## config.mk

```make
export PLATFORM = sky130hd
export DESIGN_NAME = tca_channel
export DESIGN_NICKNAME = d
export VERILOG_FILES = /design/src/core/tca_pkg.sv /design/src/core/tca_sync.sv /design/src/core/tca_channel.sv
export SDC_FILE = /design/constraint.sdc
export NUM_CORES = 1
export LEC_CHECK = 0
export CAP_MARGIN = 20
export CORE_UTILIZATION = 35
export CTS_CLUSTER_DIAMETER = 80
export DETAILED_ROUTE_END_ITERATION = 8
export DONT_BUFFER_PORTS = 1
export MAX_ROUTING_LAYER = met4
export SYNTH_ARGS = -nofsm -noshare
export SYNTH_HDL_FRONTEND = slang
export SYNTH_SLANG_ARGS = --single-unit
```

## constraint.sdc

```tcl
create_clock -name clk -period 3.45 [get_ports clk]
set_input_delay 0.345 -clock clk [delete_from_list [all_inputs] [get_ports clk]]
set_output_delay 0.345 -clock clk [all_outputs]
set_load 0.02 [all_outputs]
```

## src/core/tca_pkg.sv

```systemverilog
package tca_pkg;

  // Word index on the register bus (byte address is four times this).
  localparam logic [1:0] ADDR_DATA = 2'h0;
  localparam logic [1:0] ADDR_CTRL = 2'h1;

  // Command word layout: D[5:3] all ones marks a command.
  localparam int CMD_LSB = 3;
  localparam logic [2:0] CMD_CODE = 3'h7;
  localparam int CMD_FLAG_BIT = 0;
  localparam int CMD_SEQ_BIT = 1;

  // Mode word layout: D3 is zero, D[5:4] mode, D2 clock, D6/D1/D0 options.
  localparam int MODE_LSB = 4;
  localparam int MODE_MARK_BIT = 3;
  localparam int EXT_BIT = 2;
  localparam int OPT0_BIT = 0;
  localparam int OPT1_BIT = 1;
  localparam int OPT2_BIT = 6;

  // Status byte bit positions.
  localparam int ST_MEAS_BIT = 7;
  localparam int ST_TRIG_BIT = 6;
  localparam int ST_OUT_BIT = 5;
  localparam int ST_MODE_LSB = 3;
  localparam int ST_EXT_BIT = 2;
  localparam int ST_PEND_BIT = 1;
  localparam int ST_RUN_BIT = 0;

  // Reset and preset values.
  localparam logic [15:0] CNT_ONES = 16'hFFFF;
  localparam logic [15:0] CNT_ZERO = 16'h0000;
  localparam logic [7:0] RD_ZERO = 8'h00;

  // PWM counter masks for n = 6, 8, 10 and 12.
  localparam logic [15:0] PWM_MASK_6 = 16'h003F;
  localparam logic [15:0] PWM_MASK_8 = 16'h00FF;
  localparam logic [15:0] PWM_MASK_10 = 16'h03FF;
  localparam logic [15:0] PWM_MASK_12 = 16'h0FFF;

  // Operating modes, in the order of the D[5:4] field.
  typedef enum logic [1:0] {
    MODE_DIV,
    MODE_PWM,
    MODE_PULSE,
    MODE_MEAS
  } tca_mode_t;

endpackage

```

## src/core/tca_sync.sv

```systemverilog
`timescale 1ns/1ns
`default_nettype none

// Brings asynchronous pins into the clock domain and finds their edges.
module tca_sync #(
  parameter int WIDTH = 2 // Number of pins synchronised.
) (
  input wire logic clk, // System clock.
  input wire logic rst, // Synchronous reset, active high.
  input wire logic [WIDTH-1:0] din, // Raw pin levels.
  output logic [WIDTH-1:0] lvl, // Synchronised levels.
  output logic [WIDTH-1:0] rise, // One-cycle rising edge pulses.
  output logic [WIDTH-1:0] fall // One-cycle falling edge pulses.
);

  ////////////////////////////////////////////////////////////////////////////
  genvar i;
  generate
    for (i = 0; i < WIDTH; i = i + 1) begin : g_bit
      logic meta_reg; // First stage, read only by the second stage.
      logic sync_reg; // Second stage, safe to use.
      logic last_reg; // Previous safe level, for edge detection.

      // Three flops: two for metastability, one to remember the old level.
      // They track the pin through reset as well, so the chain already holds
      // the real level when reset lifts and an idle pin shows no false edge.
      always_ff @(posedge clk) begin
        meta_reg <= din[i];
        sync_reg <= meta_reg;
        last_reg <= sync_reg;
      end

      assign lvl[i] = sync_reg;
      // Edges are masked while reset is high, when the chain may still be filling.
      assign rise[i] = sync_reg & ~last_reg & ~rst;
      assign fall[i] = ~sync_reg & last_reg & ~rst;
    end
  endgenerate

endmodule // tca_sync

`default_nettype wire

```

## src/core/tca_channel.sv

```systemverilog
// Register access over Avalon-MM and the register offsets were left to the implementer.
`timescale 1ns/1ns
`default_nettype none

module tca_channel (
  input wire logic clk, // System clock, 25 MHz.
  input wire logic rst, // Synchronous reset, active high.
  input wire logic [1:0] avs_address, // Word index.
  input wire logic avs_read, // Read request.
  input wire logic avs_write, // Write request.
  input wire logic [7:0] avs_writedata, // Write data.
  output logic [7:0] avs_readdata, // Read data, registered.
  output logic avs_waitrequest, // Stall, registered.
  input wire logic gate_in, // GATE pin.
  input wire logic external_count_clock, // External count clock pin.
  output logic timer_out // OUT pin, registered.
);

  ////////////////////////////////////////////////////////////////////////////
  // Bus slave: one wait cycle, the access takes effect on the second edge.
  logic wait_reg; // Drives waitrequest.
  logic [7:0] rdata_reg; // Drives readdata.
  logic [7:0] rdata_next; // Read data for the pending request.
  wire req = avs_read | avs_write; // Any request present.
  wire acc = req & ~wait_reg; // Edge at which the access completes.
  wire wr_data = acc & avs_write & (avs_address == tca_pkg::ADDR_DATA);
  wire wr_ctrl = acc & avs_write & (avs_address == tca_pkg::ADDR_CTRL);
  wire rd_data = acc & avs_read & (avs_address == tca_pkg::ADDR_DATA);
  wire [7:0] wd = avs_writedata; // Short alias for the write byte.

  // Command and mode decode of the control word.
  wire is_cmd = wr_ctrl & (wd[tca_pkg::CMD_LSB+:3] == tca_pkg::CMD_CODE);
  wire cmd_flag = is_cmd & wd[tca_pkg::CMD_FLAG_BIT];
  wire cmd_seq = is_cmd & wd[tca_pkg::CMD_SEQ_BIT];
  wire cmd_latch = is_cmd & ~wd[tca_pkg::CMD_SEQ_BIT] & ~wd[tca_pkg::CMD_FLAG_BIT];
  wire mode_set = wr_ctrl & ~wd[tca_pkg::MODE_MARK_BIT]; // Words with D3 high set no mode.
  wire tca_pkg::tca_mode_t wd_mode = tca_pkg::tca_mode_t'(wd[tca_pkg::MODE_LSB+:2]);

  ////////////////////////////////////////////////////////////////////////////
  // Channel state.
  tca_pkg::tca_mode_t mode_reg; // Current operating mode.
  logic ext_reg; // External count clock selected.
  logic [2:0] opt_reg; // Mode options {D6, D1, D0}.
  logic [15:0] cr_reg, cr_next; // Initial value or measurement buffer.
  logic [15:0] cnt_reg, cnt_next; // Down counter.
  logic [15:0] latch_reg, latch_next; // Readout latch.
  logic [7:0] wr_lo_reg; // Low byte held until the high byte arrives.
  logic wr_hi_reg, rd_hi_reg; // Byte sequence pointers.
  logic out_reg, out_next; // OUT level.
  logic run_reg, run_next; // Counter armed.
  logic pend_reg, pend_next; // Load waiting for the next count clock.
  logic phase_reg, phase_next; // PWM high phase, or a measurement stored.
  logic strobe_reg, strobe_next; // Pulse strobe needs ending.
  logic meas_reg, meas_next; // Measurement window open.
  logic trig_reg, meas_done_reg; // Status flags.
  logic trig_set, meas_set; // Hardware set requests.

  // Pin synchronisers; bit 0 is GATE, bit 1 the external clock.
  logic [1:0] pin_lvl, pin_rise, pin_fall;
  tca_sync #(.WIDTH(2)) u_sync (
    .clk(clk),
    .rst(rst),
    .din({external_count_clock, gate_in}),
    .lvl(pin_lvl),
    .rise(pin_rise),
    .fall(pin_fall)
  );
  wire gate_lvl = pin_lvl[0];
  wire gate_rise = pin_rise[0];
  wire gate_fall = pin_fall[0];
  wire tick = ext_reg ? pin_fall[1] : 1'b1;

  // Byte assembly of a new initial value.
  wire load_done = wr_data & wr_hi_reg;
  wire [15:0] new_val = {wd, wr_lo_reg};

  // Selected PWM mask from the period option.
  wire [15:0] pwm_mask = (opt_reg[1:0] == 2'h0) ? tca_pkg::PWM_MASK_6 :
                         (opt_reg[1:0] == 2'h1) ? tca_pkg::PWM_MASK_8 :
                         (opt_reg[1:0] == 2'h2) ? tca_pkg::PWM_MASK_10 :
                         tca_pkg::PWM_MASK_12;
  wire [15:0] wd_mask = (wd[1:0] == 2'h0) ? tca_pkg::PWM_MASK_6 :
                        (wd[1:0] == 2'h1) ? tca_pkg::PWM_MASK_8 :
                        (wd[1:0] == 2'h2) ? tca_pkg::PWM_MASK_10 :
                        tca_pkg::PWM_MASK_12;

  // Option aliases per mode.
  wire opt_pulse = opt_reg[0]; // Divide: pulse output; pulse: hard trigger.
  wire opt_strobe = opt_reg[1]; // Pulse: strobe output.
  wire opt_rev = opt_reg[2]; // Pulse: inverted polarity; meas: single.
  wire start_e = opt_reg[0] ? gate_fall : gate_rise;
  wire end_e = opt_reg[1] ? gate_fall : gate_rise;
  wire same_e = (opt_reg[0] == opt_reg[1]); // An edge both ends and starts.
  wire cnt_zero = (cnt_reg == tca_pkg::CNT_ZERO);
  wire [15:0] cnt_dec = cnt_reg - 16'h0001;

  ////////////////////////////////////////////////////////////////////////////
  // Counter next state. Terminal count is the count clock seen at zero,
  // so a value N spans N+1 count clocks; this is what makes PWM periods
  // come out at 2^n+1 without a separate adjust.
  always_comb begin
    cnt_next = cnt_reg;
    cr_next = cr_reg;
    out_next = out_reg;
    run_next = run_reg;
    pend_next = pend_reg;
    phase_next = phase_reg;
    strobe_next = strobe_reg;
    meas_next = meas_reg;
    trig_set = 1'b0;
    meas_set = 1'b0;
    if (mode_set) begin
      // Any mode entry but measurement stops the counter, and every mode entry presets the register.
      cr_next = tca_pkg::CNT_ONES;
      run_next = 1'b0;
      pend_next = 1'b0;
      phase_next = 1'b0;
      strobe_next = 1'b0;
      meas_next = 1'b0;
      case (wd_mode)
        tca_pkg::MODE_PWM: begin
          cnt_next = wd_mask;
          out_next = 1'b0;
        end
        tca_pkg::MODE_PULSE: begin
          cnt_next = tca_pkg::CNT_ONES;
          out_next = ~wd[tca_pkg::OPT2_BIT];
        end
        tca_pkg::MODE_MEAS: begin
          cnt_next = tca_pkg::CNT_ONES;
          out_next = 1'b0;
          run_next = 1'b1;
        end
        default: begin
          cnt_next = tca_pkg::CNT_ONES;
          out_next = 1'b0;
        end
      endcase
    end else begin
      case (mode_reg)
        tca_pkg::MODE_DIV, tca_pkg::MODE_PWM: begin
          // A rewrite only changes the register; the counter sees it at zero.
          if (load_done) begin
            cr_next = new_val;
            if (!run_reg) begin
              pend_next = 1'b1;
              run_next = 1'b1;
            end
          end
          if (tick && gate_lvl && run_reg) begin
            if (mode_reg == tca_pkg::MODE_DIV && opt_pulse) begin
              out_next = 1'b0;
            end
            if (pend_reg) begin
              pend_next = 1'b0;
              if (mode_reg == tca_pkg::MODE_PWM) begin
                cnt_next = cr_reg & pwm_mask;
                out_next = 1'b1;
                phase_next = 1'b1;
              end else begin
                cnt_next = cr_reg;
              end
            end else if (cnt_zero) begin
              if (mode_reg == tca_pkg::MODE_PWM) begin
                // High phase spans value+1, low phase the complement+1.
                cnt_next = (phase_reg ? ~cr_reg : cr_reg) & pwm_mask;
                out_next = ~phase_reg;
                phase_next = ~phase_reg;
              end else begin
                cnt_next = cr_reg;
                out_next = opt_pulse ? 1'b1 : ~out_reg;
              end
            end else begin
              cnt_next = cnt_dec;
            end
          end
        end
        tca_pkg::MODE_PULSE: begin
          if (load_done) begin
            cr_next = new_val;
          end
          if (tick && (opt_pulse || gate_lvl)) begin
            if (strobe_reg) begin
              out_next = opt_rev;
              strobe_next = 1'b0;
            end
            if (pend_reg) begin
              cnt_next = cr_reg;
              pend_next = 1'b0;
              out_next = opt_rev;
            end else if (run_reg) begin
              if (cnt_zero) begin
                cnt_next = tca_pkg::CNT_ONES;
                run_next = 1'b0;
                out_next = ~opt_rev;
                strobe_next = opt_strobe;
              end else begin
                cnt_next = cnt_dec;
              end
            end
          end
          // A trigger arms a load on the next count clock, even mid-count.
          if (opt_pulse ? gate_rise : load_done) begin
            trig_set = 1'b1;
            pend_next = 1'b1;
            run_next = 1'b1;
          end
        end
        tca_pkg::MODE_MEAS: begin
          out_next = 1'b0;
          if (run_reg && tick) begin
            cnt_next = cnt_dec;
          end
          if (run_reg && meas_reg && end_e) begin
            cr_next = ~cnt_reg;
            out_next = 1'b1;
            meas_set = 1'b1;
            phase_next = 1'b1;
            if (opt_rev) begin
              cnt_next = cnt_reg;
              run_next = 1'b0;
            end else begin
              cnt_next = tca_pkg::CNT_ONES;
            end
            meas_next = same_e;
          end else if (run_reg && !meas_reg && start_e) begin
            // Only the very first start edge transfers, and silently.
            if (!phase_reg) begin
              cr_next = ~cnt_reg;
            end
            cnt_next = tca_pkg::CNT_ONES;
            meas_next = 1'b1;
          end
        end
        default: begin
          cnt_next = cnt_reg;
        end
      endcase
    end
  end

  // Readout latch: a measuring channel latches its buffer, else the counter.
  always_comb begin
    latch_next = latch_reg;
    if (cmd_latch) begin
      latch_next = (mode_reg == tca_pkg::MODE_MEAS) ? cr_reg : cnt_reg;
    end
  end

  // Read data for the pending request; unmapped words read zero.
  always_comb begin
    rdata_next = tca_pkg::RD_ZERO;
    if (avs_address == tca_pkg::ADDR_DATA) begin
      rdata_next = rd_hi_reg ? latch_reg[15:8] : latch_reg[7:0];
    end else if (avs_address == tca_pkg::ADDR_CTRL) begin
      rdata_next[tca_pkg::ST_MEAS_BIT] = meas_done_reg;
      rdata_next[tca_pkg::ST_TRIG_BIT] = trig_reg;
      rdata_next[tca_pkg::ST_OUT_BIT] = out_reg;
      rdata_next[tca_pkg::ST_MODE_LSB+:2] = mode_reg;
      rdata_next[tca_pkg::ST_EXT_BIT] = ext_reg;
      rdata_next[tca_pkg::ST_PEND_BIT] = pend_reg;
      rdata_next[tca_pkg::ST_RUN_BIT] = run_reg;
    end
  end

  ////////////////////////////////////////////////////////////////////////////
  // Bus handshake registers.
  always_ff @(posedge clk) begin
    if (rst) begin
      wait_reg <= 1'b1;
      rdata_reg <= tca_pkg::RD_ZERO;
    end else begin
      wait_reg <= ~(req & wait_reg);
      rdata_reg <= (req & wait_reg) ? rdata_next : rdata_reg;
    end
  end

  // Mode and option registers.
  always_ff @(posedge clk) begin
    if (rst) begin
      mode_reg <= tca_pkg::MODE_DIV;
      ext_reg <= 1'b0;
      opt_reg <= 3'h0;
    end else if (mode_set) begin
      mode_reg <= wd_mode;
      ext_reg <= wd[tca_pkg::EXT_BIT];
      opt_reg <= {wd[tca_pkg::OPT2_BIT], wd[tca_pkg::OPT1_BIT], wd[tca_pkg::OPT0_BIT]};
    end
  end

  // Byte sequence pointers; a mode word or sequence clear restarts both.
  always_ff @(posedge clk) begin
    if (rst || mode_set || cmd_seq) begin
      wr_hi_reg <= 1'b0;
      rd_hi_reg <= 1'b0;
    end else begin
      wr_hi_reg <= wr_data ? ~wr_hi_reg : wr_hi_reg;
      rd_hi_reg <= cmd_latch ? 1'b0 : (rd_data ? ~rd_hi_reg : rd_hi_reg);
    end
  end

  // Low byte holding register.
  always_ff @(posedge clk) begin
    if (rst) begin
      wr_lo_reg <= 8'h00;
    end else if (wr_data && !wr_hi_reg) begin
      wr_lo_reg <= wd;
    end
  end

  // Counter datapath registers.
  always_ff @(posedge clk) begin
    if (rst) begin
      cr_reg <= tca_pkg::CNT_ONES;
      cnt_reg <= tca_pkg::CNT_ONES;
      latch_reg <= tca_pkg::CNT_ONES;
    end else begin
      cr_reg <= cr_next;
      cnt_reg <= cnt_next;
      latch_reg <= latch_next;
    end
  end

  // Control flops of the counter.
  always_ff @(posedge clk) begin
    if (rst) begin
      out_reg <= 1'b0;
      run_reg <= 1'b0;
      pend_reg <= 1'b0;
      phase_reg <= 1'b0;
      strobe_reg <= 1'b0;
      meas_reg <= 1'b0;
    end else begin
      out_reg <= out_next;
      run_reg <= run_next;
      pend_reg <= pend_next;
      phase_reg <= phase_next;
      strobe_reg <= strobe_next;
      meas_reg <= meas_next;
    end
  end

  // Status flags: a set in the same cycle as a clear wins.
  always_ff @(posedge clk) begin
    if (rst || mode_set) begin
      trig_reg <= 1'b0;
      meas_done_reg <= 1'b0;
    end else begin
      trig_reg <= trig_set | (trig_reg & ~cmd_flag);
      meas_done_reg <= meas_set | (meas_done_reg & ~cmd_flag);
    end
  end

  assign avs_readdata = rdata_reg;
  assign avs_waitrequest = wait_reg;
  assign timer_out = out_reg;
endmodule // tca_channel

`default_nettype wire

```

==> key figures <==
Clock tree
  – Skew-Pair Late Insertion Delay: 360 ps
  – Clock Tree Buf Depth: 2
  – CTS Buf Count: 9
  – CTS tree: done
  – H-tree depth: 3
  – Worst-path clk slew: 70 ps
  – Post-CTS sizing: 0
  – Root Buffer: clkbuf_16
  – CTS sink cnt: 87

Synth
  – Mapped Area: 4883 sq um
  – Avg Cell Area, Syn: 7.703 sq um
  – XOR/XNOR Fraction of Synth Area: 1.973%
  – Main synth FF type: dfxtp_1
  – Cell count after synthesis: 634
  – Top cell type's share of synthesized area: 35.66%
  – Simple-Gate Fraction of Synth Area: 24.42%
  – Largest family of logic cells by synthesized area: compound AO/OA/AOI/OAI gates
  – Area leader, netlist: dfxtp_1
  – Mux share of post-synthesis cell area: 4.381%
  – Most numerous cell in the Yosys netlist: nor2_1
  – Post-synth ARST share: 0%
  – Seq/Total Area, Yosys: 35.66%
  – Synth area leaders: dfxtp_1, nor2_1, nand2_1
  – Post-synthesis adder-cell area fraction: under 10%
  – Compound-Gate Fraction of Synth Area: 27.36%
  – Post-synth top cells: nor2_1, dfxtp_1, nand2_1
  – Synth Net Count: about 660
  – Yosys warns: 0
  – Post-synth EDFFs: 0
  – Distinct cells, synth: 71
  – Synth Register Bits: 87

Route
  – Drt wl/cell: 21.32 microns
  – Antenna viol nets, final: 0
  – Vias post-DR: 4,825
  – Vias per cell: around 6
  – 1st-pass router iterations: 5
  – Starting DRC count in detailed routing: 433
  – Routed WL: 17.12 mm
  – DRC errors left: 0

Job
  – Max_cap viols: 0

Global route
  – First-pass GRT wire length: about 27 mm
  – Largest net degree at the start of global routing: 37
  – All-Layer GR Usage: 25.54%
  – Vias in the first global route: 4,663
  – Antenna violations before repair: 0
  – GRT overflow: 0

Critical path
  – Worst EP required: between 3000 and 4000 ps
  – Crit Path Category: reg -> reg
  – Max FO, Critical Path: 9
  – Crit-path slowest cell: a2111oi_0
  – Critical path launch point type: flop
  – CP peak stage delay: approximately 540 ps
  – Critical Path End Type: flop
  – Arrival time worst endpoint: between 3000 and 4000 ps
  – WP buf/inv: 0
  – CP top delay family: simple AND/OR/NAND/NOR gates
  – CP Cell Sequence: nor3_1 -> nand3_1 -> nor4_1 -> mux2_2 -> a2111oi_0 -> a2111oi_2
  – Reg-to-reg slack, setup: 490 ps

STA
  – Final Hold Vio Count: 0
  – RSZ-0062 raised after global routing: false
  – Fmax: 0.3381 GHz
  – Slew @ Worst Pin: between 1000 and 1500 ps
  – Slew margin rel.: 32.96%
  – Setup-failing EPs final: 0
  – Worst Skew: 8.498 ps
  – Period utilization: 85.73%
  – Fin Setup TNS: 0 ps
  – Hold slack final: 63.42 ps
  – Crit path time final: ~3000 ps
  – Slew Viols, Final: 0

Floorplanning
  – Number of I/O pins: 26
  – Core area: 13,400 sq um
  – Die H: 120.1 microns
  – # rows: 42
  – Starting Density: 36.44%
  – Die X: approximately 120 microns
  – Die ar.: 14,430 sq um

Final layout
  – FF/Latch Area: 1742 sq um
  – Layout area overhead: 10.68%
  – NumNets Final: approximately 640
  – # fillers: 1,401
  – Share of layout cells above drive strength 1: around 8.5%
  – Multi-input gate area: 2905 sq um
  – Diode count: 0

Pwr
  – Leakage Power: 1.968 nW
  – Max rail drop VDD: 0.0003869 V
  – Power Density: 395.6 nW/um^2

Status
  – Status: completed

Placed design
  – Port bufs: 0
  – Post-DP HPWL: around 13 mm
  – RePlAce Congestion: 0.9263

Worst hold path
  – Hold Path Class: in -> reg
-- layout by cell type, fill, tap and decap left out, drive strengths merged, types with 5 or more instances in the layout --
| cell | netlist | layout |
|---|---|---|
| nor2 | 103 | 103 |
| dfxtp | 87 | 87 |
| nand2 | 79 | 79 |
| a21oi | 49 | 49 |
| o21ai | 27 | 27 |
| o211ai | 19 | 19 |
| nor3 | 19 | 19 |
| buf | 11 | 19 |
| mux2i | 18 | 18 |
| o311ai | 16 | 16 |
| inv | 15 | 16 |
| a31oi | 11 | 11 |
| a22oi | 10 | 10 |
| xnor2 | 10 | 10 |
| clkbuf | 33 | 10 |
| a211oi | 9 | 9 |
| nand2b | 8 | 8 |
| nand3 | 8 | 8 |
| a21o | 6 | 6 |
| a2bb2oi | 5 | 5 |
| ha | 5 | 5 |
-- layer usage --
metal / up-vias / global-route usage (%) / share of wire (%)
met5: - / - / 0
met4: 0 / 10.31 / 2.6
met3: 29 / 8.127 / 9.4
met2: 229 / 36.64 / 44
met1: 2266 / 32.92 / 44
li1: 2301 / - / -
-- metrics by stage --
step           std cells  instance area (sq um)  utilization [%]  setup slack (ps)  power, W
2_1_floorplan        634                   4883                -             957.4  0.001127
3_3_place_gp         784                   5062            37.78             602.3  0.001140
3_5_place_dp         785                   5077            37.89             593.8  0.001144
4_1_cts              801                   5385            40.19             590.8  0.002158
5_1_grt              803                   5405            40.34             303.6  0.002219
6_report             803                   5405            40.34             492.4  0.002138
-- worst paths after layout --
kind / startpoint / end / cells past startpoint
setup / recovery: cnt_reg[6] / timer_out / 6
hold / removal: rst / avs_readdata[5] / 1
setup reg to reg: cnt_reg[6] / timer_out / 6
hold reg to reg: u_sync.g_bit[0].meta_reg / u_sync.g_bit[0].sync_reg / 0
-- where the power goes --
group / internal, W / leakage [nW] / total, W / switching, W
Combinational: 0.0000356 / 1.11 / 0.0000840 / 0.0000484
Clock: 0.000585 / 0.149 / 0.00101 / 0.000430
Sequential: 0.00102 / 0.707 / 0.00104 / 0.0000221
Total: 0.00164 / 1.97 / 0.00214 / 0.000501
-- area by class of cell --
cell class	instances	area share, %
inverter	16	1.111
clock inverter	6	1.273
sequential	87	32.22
clock buffer	10	4.421
multi-input combinational	487	53.75
tap	176	4.074
timing repair buffer	21	3.148
-- logic make-up (layout without fill, tap and decap cells) --
kind of cell | count (synthesis) | count (layout)
adder cells (fa/ha/maj) | 5 | 5
multiplexers | 21 | 21
buffers and inverters | 60 | 53
AO/OA/AOI/OAI | 192 | 192
flip-flops | 87 | 87
XOR/XNOR | 11 | 11
AND/OR/NAND/NOR | 258 | 258
-- timing repair --
action                                 CTS  global route
endpoints found under the hold margin    0             2
setup buffers                            0             0
hold buffers                             0             2
Note: power is estimated with default switching activity, not from simulation.
